[config.mk]
export PLATFORM = sky130hd
export DESIGN_NAME = ahcd_control_decode
export DESIGN_NICKNAME = d
export VERILOG_FILES = /design/src/include/ahcd_pkg.sv /design/src/rtl/ahcd_control_decode.sv
export SDC_FILE = /design/constraint.sdc
export NUM_CORES = 1
export LEC_CHECK = 0
export BUFFER_PORTS_ARGS = -buffer_cell sky130_fd_sc_hd__buf_2
export CAP_MARGIN = 0
export CORE_UTILIZATION = 51
export CTS_CLUSTER_DIAMETER = 100
export DETAILED_ROUTE_END_ITERATION = 8
export PLACE_DENSITY_LB_ADDON = 0.25
export SYNTH_ARGS = -nofsm -noshare
export SYNTH_HDL_FRONTEND = slang
export SYNTH_SLANG_ARGS = --single-unit
[constraint.sdc]
create_clock -name clk_sys -period 2.3 [get_ports clk_sys]
set_input_delay 0 -clock clk_sys [delete_from_list [all_inputs] [get_ports clk_sys]]
set_output_delay 0 -clock clk_sys [all_outputs]
set_load 0.05 [all_outputs]
[src/include/ahcd_pkg.sv]
// constants and types for the converter host control decode
package ahcd_pkg;

  // ----------------------------------------------------------------
  // timing
  // ----------------------------------------------------------------
  localparam int CLK_PERIOD_PS = 25000;
  // internal master clock period when the clock pin is grounded
  localparam int INT_MCLK_NS = 500;
  localparam int INT_MCLK_DIV = (INT_MCLK_NS * 1000) / CLK_PERIOD_PS;
  // no edge on the clock pin for this long means it is grounded
  localparam int MCLK_LOSS_NS = 2000;
  localparam int MCLK_LOSS_CYC = (MCLK_LOSS_NS * 1000) / CLK_PERIOD_PS;
  // extra master clocks per conversion in interleave mode
  localparam int INTERLEAVE_EXTRA_MCLKS = 20;

  // ----------------------------------------------------------------
  // widths and reset values
  // ----------------------------------------------------------------
  localparam int DATA_W = 16;
  localparam int RESULT_W = 14;
  localparam int STATUS_W = 8;
  localparam int CNT_W = 16;
  localparam logic [DATA_W-1:0] DATA_RST = 16'h0000;
  localparam logic [CNT_W-1:0] CNT_RST = 16'h0000;

  // ----------------------------------------------------------------
  // types
  // ----------------------------------------------------------------
  typedef enum logic [1:0] {
    AHCD_TRACK = 2'b00,
    AHCD_CONV = 2'b01,
    AHCD_FULLCAL = 2'b10,
    AHCD_BURST = 2'b11
  } ahcd_state_t;

  // host-side control pins, all taken as synchronous to clk_sys
  typedef struct packed {
    logic holdN;
    logic csN;
    logic calReq;
    logic interleaveTuneN;
    logic rdN;
    logic outputSelect;
    logic resetPin;
  } ahcd_pins_t;

endpackage

[src/rtl/ahcd_control_decode.sv]
// control decode of a self-calibrating converter behind its host pins
`timescale 1ns/10ps
`default_nettype none

// Operation
// - falling hold edge while tracking, outside reset, holds the input and starts a conversion
// - hold high, select low, calibrate low ends burst calibration, back to tracking
// - data bus floats whenever chip select or read strobe is high
// - select, hold and output-select all low resets the device internally
// - output-select is ignored except for reads and the software reset
// - an external master clock on the clock pin times conversions
// - clock pin grounded means the master clock is generated internally
// - reset pin high clears the sequencer, mode latches and calibration flag, not the clock source or bus; its release starts a full calibration
// - read drives converted data with output-select high, status when low
// - interleave request low at select rise enters interleave mode, high leaves
// - calibrate high at a select edge calibrates continuously and refuses conversions
module ahcd_control_decode
  import ahcd_pkg::*;
#(
  parameter int CONV_MCLKS = 100,
  parameter int FULL_CAL_MCLKS = 1000
) (
  input wire logic clk_sys,
  input wire logic rst_b,
  input wire ahcd_pins_t pins,
  input wire logic masterClockIn,
  input wire logic [RESULT_W-1:0] convResult,
  input wire logic [STATUS_W-1:0] statusByte,
  output logic [DATA_W-1:0] dataOut,
  output logic dataOe,
  output logic convStart,
  output logic endOfConv,
  output logic calActive,
  output logic burstMode,
  output logic interleaveMode,
  output logic useExtClock,
  output logic masterTick
);

  // lengths the cycle counter cannot hold stop elaboration
  if (CONV_MCLKS < 1 || CONV_MCLKS + INTERLEAVE_EXTRA_MCLKS >= 2**CNT_W) begin : g_bad_conv
    $error("CONV_MCLKS out of range");
  end
  if (FULL_CAL_MCLKS < 1 || FULL_CAL_MCLKS >= 2**CNT_W) begin : g_bad_cal
    $error("FULL_CAL_MCLKS out of range");
  end

  // ----------------------------------------------------------------
  // reset release
  // ----------------------------------------------------------------
  logic rstMeta_r;
  logic rstSyncB_r;

  always_ff @(posedge clk_sys or negedge rst_b) begin
    if (!rst_b) begin
      rstMeta_r <= 1'b0;
      rstSyncB_r <= 1'b0;
    end else begin
      rstMeta_r <= 1'b1;
      rstSyncB_r <= rstMeta_r;
    end
  end

  // ----------------------------------------------------------------
  // master clock source
  // ----------------------------------------------------------------
  logic mclkPrev_r;
  logic [CNT_W-1:0] lossCnt_r;
  logic [CNT_W-1:0] divCnt_r;
  logic useExt_r;
  logic tick_r;

  wire extEdge = masterClockIn & ~mclkPrev_r;
  wire lossHit = (lossCnt_r == CNT_W'(MCLK_LOSS_CYC - 1));
  wire divHit = (divCnt_r == CNT_W'(INT_MCLK_DIV - 1));
  // falls back to the divider once the pin has gone quiet
  wire extSel = extEdge | (useExt_r & ~lossHit);
  wire tickNxt = extSel ? extEdge : divHit;

  always_ff @(posedge clk_sys or negedge rstSyncB_r) begin
    if (!rstSyncB_r) begin
      mclkPrev_r <= 1'b0;
      lossCnt_r <= CNT_RST;
      divCnt_r <= CNT_RST;
      useExt_r <= 1'b0;
      tick_r <= 1'b0;
    end else begin
      mclkPrev_r <= masterClockIn;
      lossCnt_r <= (extEdge || lossHit) ? CNT_RST : lossCnt_r + 1'b1;
      divCnt_r <= divHit ? CNT_RST : divCnt_r + 1'b1;
      useExt_r <= extSel;
      tick_r <= tickNxt;
    end
  end

  // ----------------------------------------------------------------
  // pin decode
  // ----------------------------------------------------------------
  logic holdPrev_r;
  logic csPrev_r;
  logic clrPrev_r;

  // output-select only takes part in the reset combination and reads
  wire softReset = ~pins.csN & ~pins.holdN & ~pins.outputSelect;
  wire clrAll = pins.resetPin | softReset;
  wire clrRelease = clrPrev_r & ~clrAll;
  wire holdFall = holdPrev_r & ~pins.holdN & ~clrAll;
  wire csRise = ~csPrev_r & pins.csN;
  wire csFall = csPrev_r & ~pins.csN;
  wire readOn = ~pins.csN & ~pins.rdN;
  wire readStart = readOn & ~dataOe;
  wire burstStop = pins.holdN & ~pins.csN & ~pins.calReq;
  wire burstNxt = burstStop ? 1'b0 : (csRise | csFall) ? pins.calReq : burstMode;
  wire ilvNxt = csRise ? ~pins.interleaveTuneN : interleaveMode;

  // ----------------------------------------------------------------
  // sequencer
  // ----------------------------------------------------------------
  ahcd_state_t state_r;
  ahcd_state_t stateNxt;
  logic [CNT_W-1:0] cnt_r;

  wire [CNT_W-1:0] convLen = interleaveMode ?
    CNT_W'(CONV_MCLKS + INTERLEAVE_EXTRA_MCLKS) : CNT_W'(CONV_MCLKS);
  wire convDone = (state_r == AHCD_CONV) && tick_r && (cnt_r == convLen - 1'b1);
  wire calDone = (state_r == AHCD_FULLCAL) && tick_r &&
    (cnt_r == CNT_W'(FULL_CAL_MCLKS - 1));
  // a burst request waits for the running conversion to finish
  wire startConv = (state_r == AHCD_TRACK) && holdFall && !burstMode;

  always_comb begin
    stateNxt = state_r;
    case (state_r)
      AHCD_TRACK: begin
        if (startConv)
          stateNxt = AHCD_CONV;
        else if (burstMode)
          stateNxt = AHCD_BURST;
      end
      AHCD_CONV: begin
        if (convDone)
          stateNxt = AHCD_TRACK;
      end
      AHCD_FULLCAL: begin
        if (calDone)
          stateNxt = AHCD_TRACK;
      end
      AHCD_BURST: begin
        if (!burstMode)
          stateNxt = AHCD_TRACK;
      end
      default: stateNxt = AHCD_TRACK;
    endcase
    if (clrRelease)
      stateNxt = AHCD_FULLCAL;
  end

  wire stateChange = (stateNxt != state_r);
  wire [CNT_W-1:0] cntNxt = stateChange ? CNT_RST : tick_r ? cnt_r + 1'b1 : cnt_r;
  wire eocNxt = (startConv | readStart) ? 1'b1 : (convDone | calDone) ? 1'b0 : endOfConv;
  // status reads need hold high; low hold with output-select low is a reset
  wire [DATA_W-1:0] dataNxt = pins.outputSelect ?
    DATA_W'(convResult) : DATA_W'(statusByte);

  always_ff @(posedge clk_sys or negedge rstSyncB_r) begin
    if (!rstSyncB_r) begin
      holdPrev_r <= 1'b1;
      csPrev_r <= 1'b1;
      clrPrev_r <= 1'b1;
      state_r <= AHCD_TRACK;
      cnt_r <= CNT_RST;
      burstMode <= 1'b0;
      interleaveMode <= 1'b0;
      endOfConv <= 1'b1;
      convStart <= 1'b0;
      dataOe <= 1'b0;
      dataOut <= DATA_RST;
    end else begin
      holdPrev_r <= pins.holdN;
      csPrev_r <= pins.csN;
      clrPrev_r <= clrAll;
      dataOe <= readOn;
      dataOut <= readOn ? dataNxt : DATA_RST;
      if (clrAll) begin
        state_r <= AHCD_TRACK;
        cnt_r <= CNT_RST;
        burstMode <= 1'b0;
        interleaveMode <= 1'b0;
        endOfConv <= 1'b1;
        convStart <= 1'b0;
      end else begin
        state_r <= stateNxt;
        cnt_r <= cntNxt;
        burstMode <= burstNxt;
        interleaveMode <= ilvNxt;
        endOfConv <= eocNxt;
        convStart <= startConv;
      end
    end
  end

  // ----------------------------------------------------------------
  // status outputs
  // ----------------------------------------------------------------
  logic calActive_r;

  // a clear drops the flag at once, not one cycle late
  wire calNxt = !clrAll && (stateNxt == AHCD_FULLCAL || stateNxt == AHCD_BURST);

  always_ff @(posedge clk_sys or negedge rstSyncB_r) begin
    if (!rstSyncB_r) begin
      calActive_r <= 1'b0;
    end else begin
      calActive_r <= calNxt;
    end
  end

  assign calActive = calActive_r;
  assign useExtClock = useExt_r;
  assign masterTick = tick_r;

endmodule // ahcd_control_decode

`default_nettype wire

# Word-level counts from Yosys, hierarchy flattened
# Index checks and enable logic that the tools add are counted.
dict set report word_totals {
  output_inout_bits 24
  wordCells 104
  reg_bits 78
}
dict set report op_classes {
  reduce_logical 16
  n_mux 26
  n_bitwise 29
  addsub 4
  eq_ne 10
}
# op n
set op_table {}
lappend op_table {{16-bit 2-to-1 mux} 5}
lappend op_table {{16-bit by 1-bit adder with 16-bit output, second input constant} 3}
lappend op_table {{14-bit 2-to-1 mux} 2}
lappend op_table {{16-bit by 10-bit equality test with 1-bit output, second input constant} 1}
lappend op_table {{16-bit equality test} 1}
lappend op_table {{16-bit by 5-bit equality test with 1-bit output, second input constant} 1}
lappend op_table {{16-bit by 7-bit equality test with 1-bit output, second input constant} 1}
lappend op_table {{2-bit 2-to-1 mux} 7}
lappend op_table {{1-bit AND} 13}
lappend op_table {{1-bit NOT} 11}
lappend op_table {{1-bit 2-to-1 mux} 10}
lappend op_table {{3-bit nonzero test} 3}
lappend op_table {{2-bit equality test, second input constant} 4}
lappend op_table {{2-bit one-hot mux with 4 select lines} 1}
lappend op_table {{7-bit by 1-bit subtractor with 8-bit output, second input constant} 1}
lappend op_table {{1-bit logical AND} 7}
lappend op_table {{5-bit 2-to-1 mux} 1}
lappend op_table {{1-bit bitwise OR} 5}
lappend op_table {{2-bit by 1-bit equality test with 1-bit output, second input constant} 1}
lappend op_table {{1-bit logical NOT} 2}
lappend op_table {{2-bit logical NOT} 1}
lappend op_table {{1-bit logical OR} 2}
lappend op_table {{2-bit inequality test} 1}
lappend op_table {{2-bit nonzero test} 1}

# Logic depth before layout (Yosys ltp)
dict set report depth {
  word_depth 14
  mapped_depth 8
  mapped_depth_nobuf 6
}

# Worst setup path after synthesis
# No wires, ideal clock.
dict set report synth_path {
  kind {reg2reg}
  startpoint {register interleaveMode}
  endpoint {register cnt_r[0]}
  t_required_ns 2.180
  setup_slack_ns 0.328
  n_path_buf 1
  t_arrival_ns 1.852
  stages_incl_launch_ff 7
  setup_ns 0.120
  period_less_slack_ns 1.972
  cell_sequence {dfrtp_1 > or3_1 > a2111oi_2 > a22oi_1 > o211ai_4 > buf_6 > nor2_1}
}
dict set report synth_via {
  elab_chain_cells 10
  word_cells_on_any_way 11
  classes_between {1 x add/sub; 2 x eq/ne; 6 x mux; 2 x reduce/logical}
}
# item line_no
set synth_lines {}
lappend synth_lines {{from (decl)} ahcd_control_decode.sv:35} ;# output logic interleaveMode,
lappend synth_lines {{from (signal assigned)} ahcd_control_decode.sv:195} ;# interleaveMode <= ilvNxt;
lappend synth_lines {{5-bit 2-to-1 mux *} ahcd_control_decode.sv:123} ;# wire [CNT_W-1:0] convLen = interleaveMode ?
lappend synth_lines {{7-bit by 1-bit subtractor with 8-bit output *} ahcd_control_decode.sv:125} ;# wire convDone = (state_r == AHCD_CONV) && tick_r && (cnt_r == convLen - 1'b1);
lappend synth_lines {{16-bit equality test *} ahcd_control_decode.sv:125}
lappend synth_lines {{1-bit logical AND *} ahcd_control_decode.sv:125}
lappend synth_lines {{2-bit 2-to-1 mux *} ahcd_control_decode.sv:141} ;# if (convDone)
lappend synth_lines {{2-bit one-hot mux with 4 select lines *} ahcd_control_decode.sv:133} ;# case (state_r)
lappend synth_lines {{2-bit 2-to-1 mux *} ahcd_control_decode.sv:154} ;# if (clrRelease)
lappend synth_lines {{2-bit inequality test *} ahcd_control_decode.sv:158} ;# wire stateChange = (stateNxt != state_r);
lappend synth_lines {{16-bit 2-to-1 mux} ahcd_control_decode.sv:159} ;# wire [CNT_W-1:0] cntNxt = stateChange ? CNT_RST : tick_r ? cnt_r + 1'b1 : cnt_r;
lappend synth_lines {{16-bit 2-to-1 mux} ahcd_control_decode.sv:184} ;# if (clrAll) begin
lappend synth_lines {{to (signal assigned)} ahcd_control_decode.sv:193} ;# cnt_r <= cntNxt;
lappend synth_lines {{to (decl)} ahcd_control_decode.sv:121} ;# logic [CNT_W-1:0] cnt_r;
# Every way passes the cells marked *; elsewhere a longest branch is shown, timed or not.
# A chain may end at the register's enable or synchronous reset.

# Final worst setup path
dict set report layout_path {
  startpoint {register cnt_r[3]}
  endpoint {register cnt_r[11]}
}
dict set report layout_via {
  elab_chain_cells 8
  word_cells_on_any_way 14
  classes_between {1 x add/sub; 3 x eq/ne; 7 x mux; 3 x reduce/logical}
}
# item line_no
set layout_lines {}
lappend layout_lines {{16-bit by 10-bit equality test with 1-bit output or 16-bit equality test (tied branches)} {ahcd_control_decode.sv:127, ahcd_control_decode.sv:125}}
lappend layout_lines {{1-bit logical AND (on tied branches)} {ahcd_control_decode.sv:126, ahcd_control_decode.sv:125}}
lappend layout_lines {{2-bit 2-to-1 mux (on tied branches)} {ahcd_control_decode.sv:145, ahcd_control_decode.sv:141}}
lappend layout_lines {{2-bit one-hot mux with 4 select lines} ahcd_control_decode.sv:133}
lappend layout_lines {{2-bit 2-to-1 mux} ahcd_control_decode.sv:154}
lappend layout_lines {{2-bit inequality test} ahcd_control_decode.sv:158}
lappend layout_lines {{16-bit 2-to-1 mux} ahcd_control_decode.sv:159}
lappend layout_lines {{16-bit 2-to-1 mux} ahcd_control_decode.sv:184}
# Parallel ways exist; a longest one is shown, timed or not. The select of a mux whose other input is x is not followed.

==> results.md <==
- Max stage delay on crit path: 0.56 ns
- Crit path cell chain: or4_4 > nor3_4 > a311oi_1 > o211ai_4 > nor2_1
- Post-Route Utilization: 66.8%
- H-Tree Level Count: 3
- Boundary pin count: 56
- Syn-to-layout area delta: 23.7%
- Clk slew on worst S/H paths: 0.08 ns
- Max cap viols: 0
- DRT iter0 DRCs: 103
- Final Cell Area: 0.00431 sq mm
- Routed length per instance: 14.8 microns
- Die Wd: 84.7 microns
- Largest net degree at the start of global routing: 49
- Tightest Pin Transition: 0.636 ns
- Cell Area, Placed: 0.00382 sq mm
- Max VDD drop: 0.618 mV
- Vias in the first global route: 2702
- All-Layer GR Usage: 22.7%
- RSZ-0062 raised after global routing: false
- Clk_lat worst skew: 0.34 ns
- Crit Reg-Reg Endpoint: cnt_r[11]
- Setup TNS: 0 ns
- Critical Path Start Type: register
- Drt drc: 0
- Final Cycle Share: 89.9%
- Via-per-instance ratio: 5.39
- Critical-path top delay cell: or4_4
- Worst Setup Slack, final: 0.232 ns
- Skew final: 0.0116 ns
- PortBufs: 53
- Vias: 2603
- TritonCTS Buffers: 9
- CTS root buffer: clkbuf_8
- Mapped Avg Cell Area: 11.1 sq um
- Cell area power density: 652 mW/mm^2
- Fin cells: 483
- Leakage Power: 2.09 nW
- R2R setup slack: 0.23 ns
- GRT Residual Overflow: 0
- Top_reg_cell synth: dfrtp_1
- Drt total wl: 7.17 mm
- Commonest cells after routing, fill and taps aside: dfrtp_1, buf_2, nor2_1
- Post-DRT Antenna Nets: 0
- Synth warn: 0
- Core Rows: 29
- Rel. slew slack: 57.6%
- Drt pass-1 iters: 7
- Min Tclk post-route: 2.07 ns
- DIE AREA: 0.00717 sq mm
- CP endpoint kind: register
- Commonest non-fill, non-tap cell in the layout: dfrtp_1
- Worst Hold End: dataOut[1]
- Register area share after synthesis: 56.2%
- DP HPWL: 4.59 mm
- Syn Std Cell Area: 0.00348 sq mm
- Fmax: 0.484 GHz
- Count of final setup violators: 0
- Antenna diodes: 0
- FF+latch count, synth: 78
- Largest area contributor in the netlist: dfrtp_1
- Top post-synthesis cells by area: dfrtp_1, xor2_1, nor2_1, xnor2_1, dfstp_2
- Number of distinct library cells after synthesis: 46
- Worst hold path depth: 3
- CTS sink cnt: 78
- Final Hold Vio Count: 0
- WP data required: 2.50 ns
- Outcome: finished clean
- Share of cells above drive strength 1: 20.0%
- CTS tree: done
- Async set-or-reset flop fraction in the synthesized netlist: 100%
- Post-Place Worst Slack: 0.243 ns
- Total Nets Final: 437
- Cell depth of the worst flop-to-flop path: 5
- DP Cell Count: 438
- HP Class: in -> reg
- Worst R2R Start: cnt_r[3]
- Core footprint: 0.00646 sq mm
- Slew Limit Fails: 0
- Initial Util: 54.0%
- Initial antenna violation count: 0
- Area fraction of the dominant cell type after synthesis: 53.1%
- Hold Path Origin: pins[2]
- Die H: 84.7 microns
- WHS: 0.0595 ns
- First-pass GRT wire length: 12.5 mm
- Crit path kind: reg -> reg
- Post-CTS sizing: 0
- Crit path DAT: 2.27 ns
- Post-synth EDFFs: 0
- Cells after Synth: 315
- Max FO, Critical Path: 16
- Final Power: 2.81 mW
- CTS Buffer Depth: 2
- Final Wtd Congestion: 0.799
layout make-up:
cell class | instances | area (sq um)
inverter | 7 | 26.3
tap | 77 | 96.3
sequential | 78 | 1960
multi-input combinational | 221 | 1450
clock buffer | 12 | 155
fill | 492 | 2150
clock inverter | 4 | 45.0
timing repair buffer | 84 | 583
critical path, delay by kind of cell, from the launching register on:
kind / cells / cell delay, ns
AO/OA/AOI/OAI: 2 / 0.60
AND/OR/NAND/NOR: 3 / 0.89
flip-flops: 1 / 0.42
cell usage after synthesis, drive strengths merged, types with 3 or more instances:
cell type / instances
inv: 7
nor4: 4
dfstp: 4
mux2i: 10
clkbuf: 4
xnor2: 20
and3: 16
nor3: 4
a311oi: 3
ha: 4
buf: 6
xor2: 23
nand2: 20
nor2: 49
nand4: 14
dfrtp: 74
nor4b: 3
and4: 7
nand3: 14
registers in the layout, summed over array words and instances (netlist names), 2 cells and up:
register	flops
dataOut	14
lossCnt_r	16
state_r	2
divCnt_r	16
cnt_r	16
timing repair:
item	in CTS	in global routing
hold buffers	29	0
setup buffers	0	0
hold endpoints to repair	23	0
worst max path at each step:
stage	endpoint	startpoint	slack [ns]
floorplan	cnt_r[0]	interleaveMode	0.33
global placement	cnt_r[11]	cnt_r[3]	0.30
detailed placement	cnt_r[11]	cnt_r[3]	0.24
CTS	cnt_r[11]	cnt_r[3]	0.23
global route	cnt_r[11]	cnt_r[3]	0.12
finish	cnt_r[11]	cnt_r[3]	0.23
power breakdown:
part / switching, mW / internal, mW
Clock: 0.473 / 0.556
Sequential: 0.0466 / 1.42
Combinational: 0.182 / 0.131
metal layers:
| layer | GRT usage [%] | part of all wire (%) |
|---|---|---|
| met2 | 37.5 | 49 |
| met3 | 4.82 | 2.9 |
| met4 | 10.6 | 2.3 |
| met1 | 28.6 | 46 |
| met5 | 0 | 0 |
kinds of logic after synthesis:
family | after synthesis | share of synthesized area [%]
xor+xnor | 43 | 10.8
mux | 10 | 2.87
other cells | 2 | 0.216
flops | 78 | 56.2
compound gates | 19 | 4.88
fa+ha+maj | 4 | 1.44
simple gates | 142 | 21.2
buf+inv | 17 | 2.41
(Power assumes the default switching activity.)
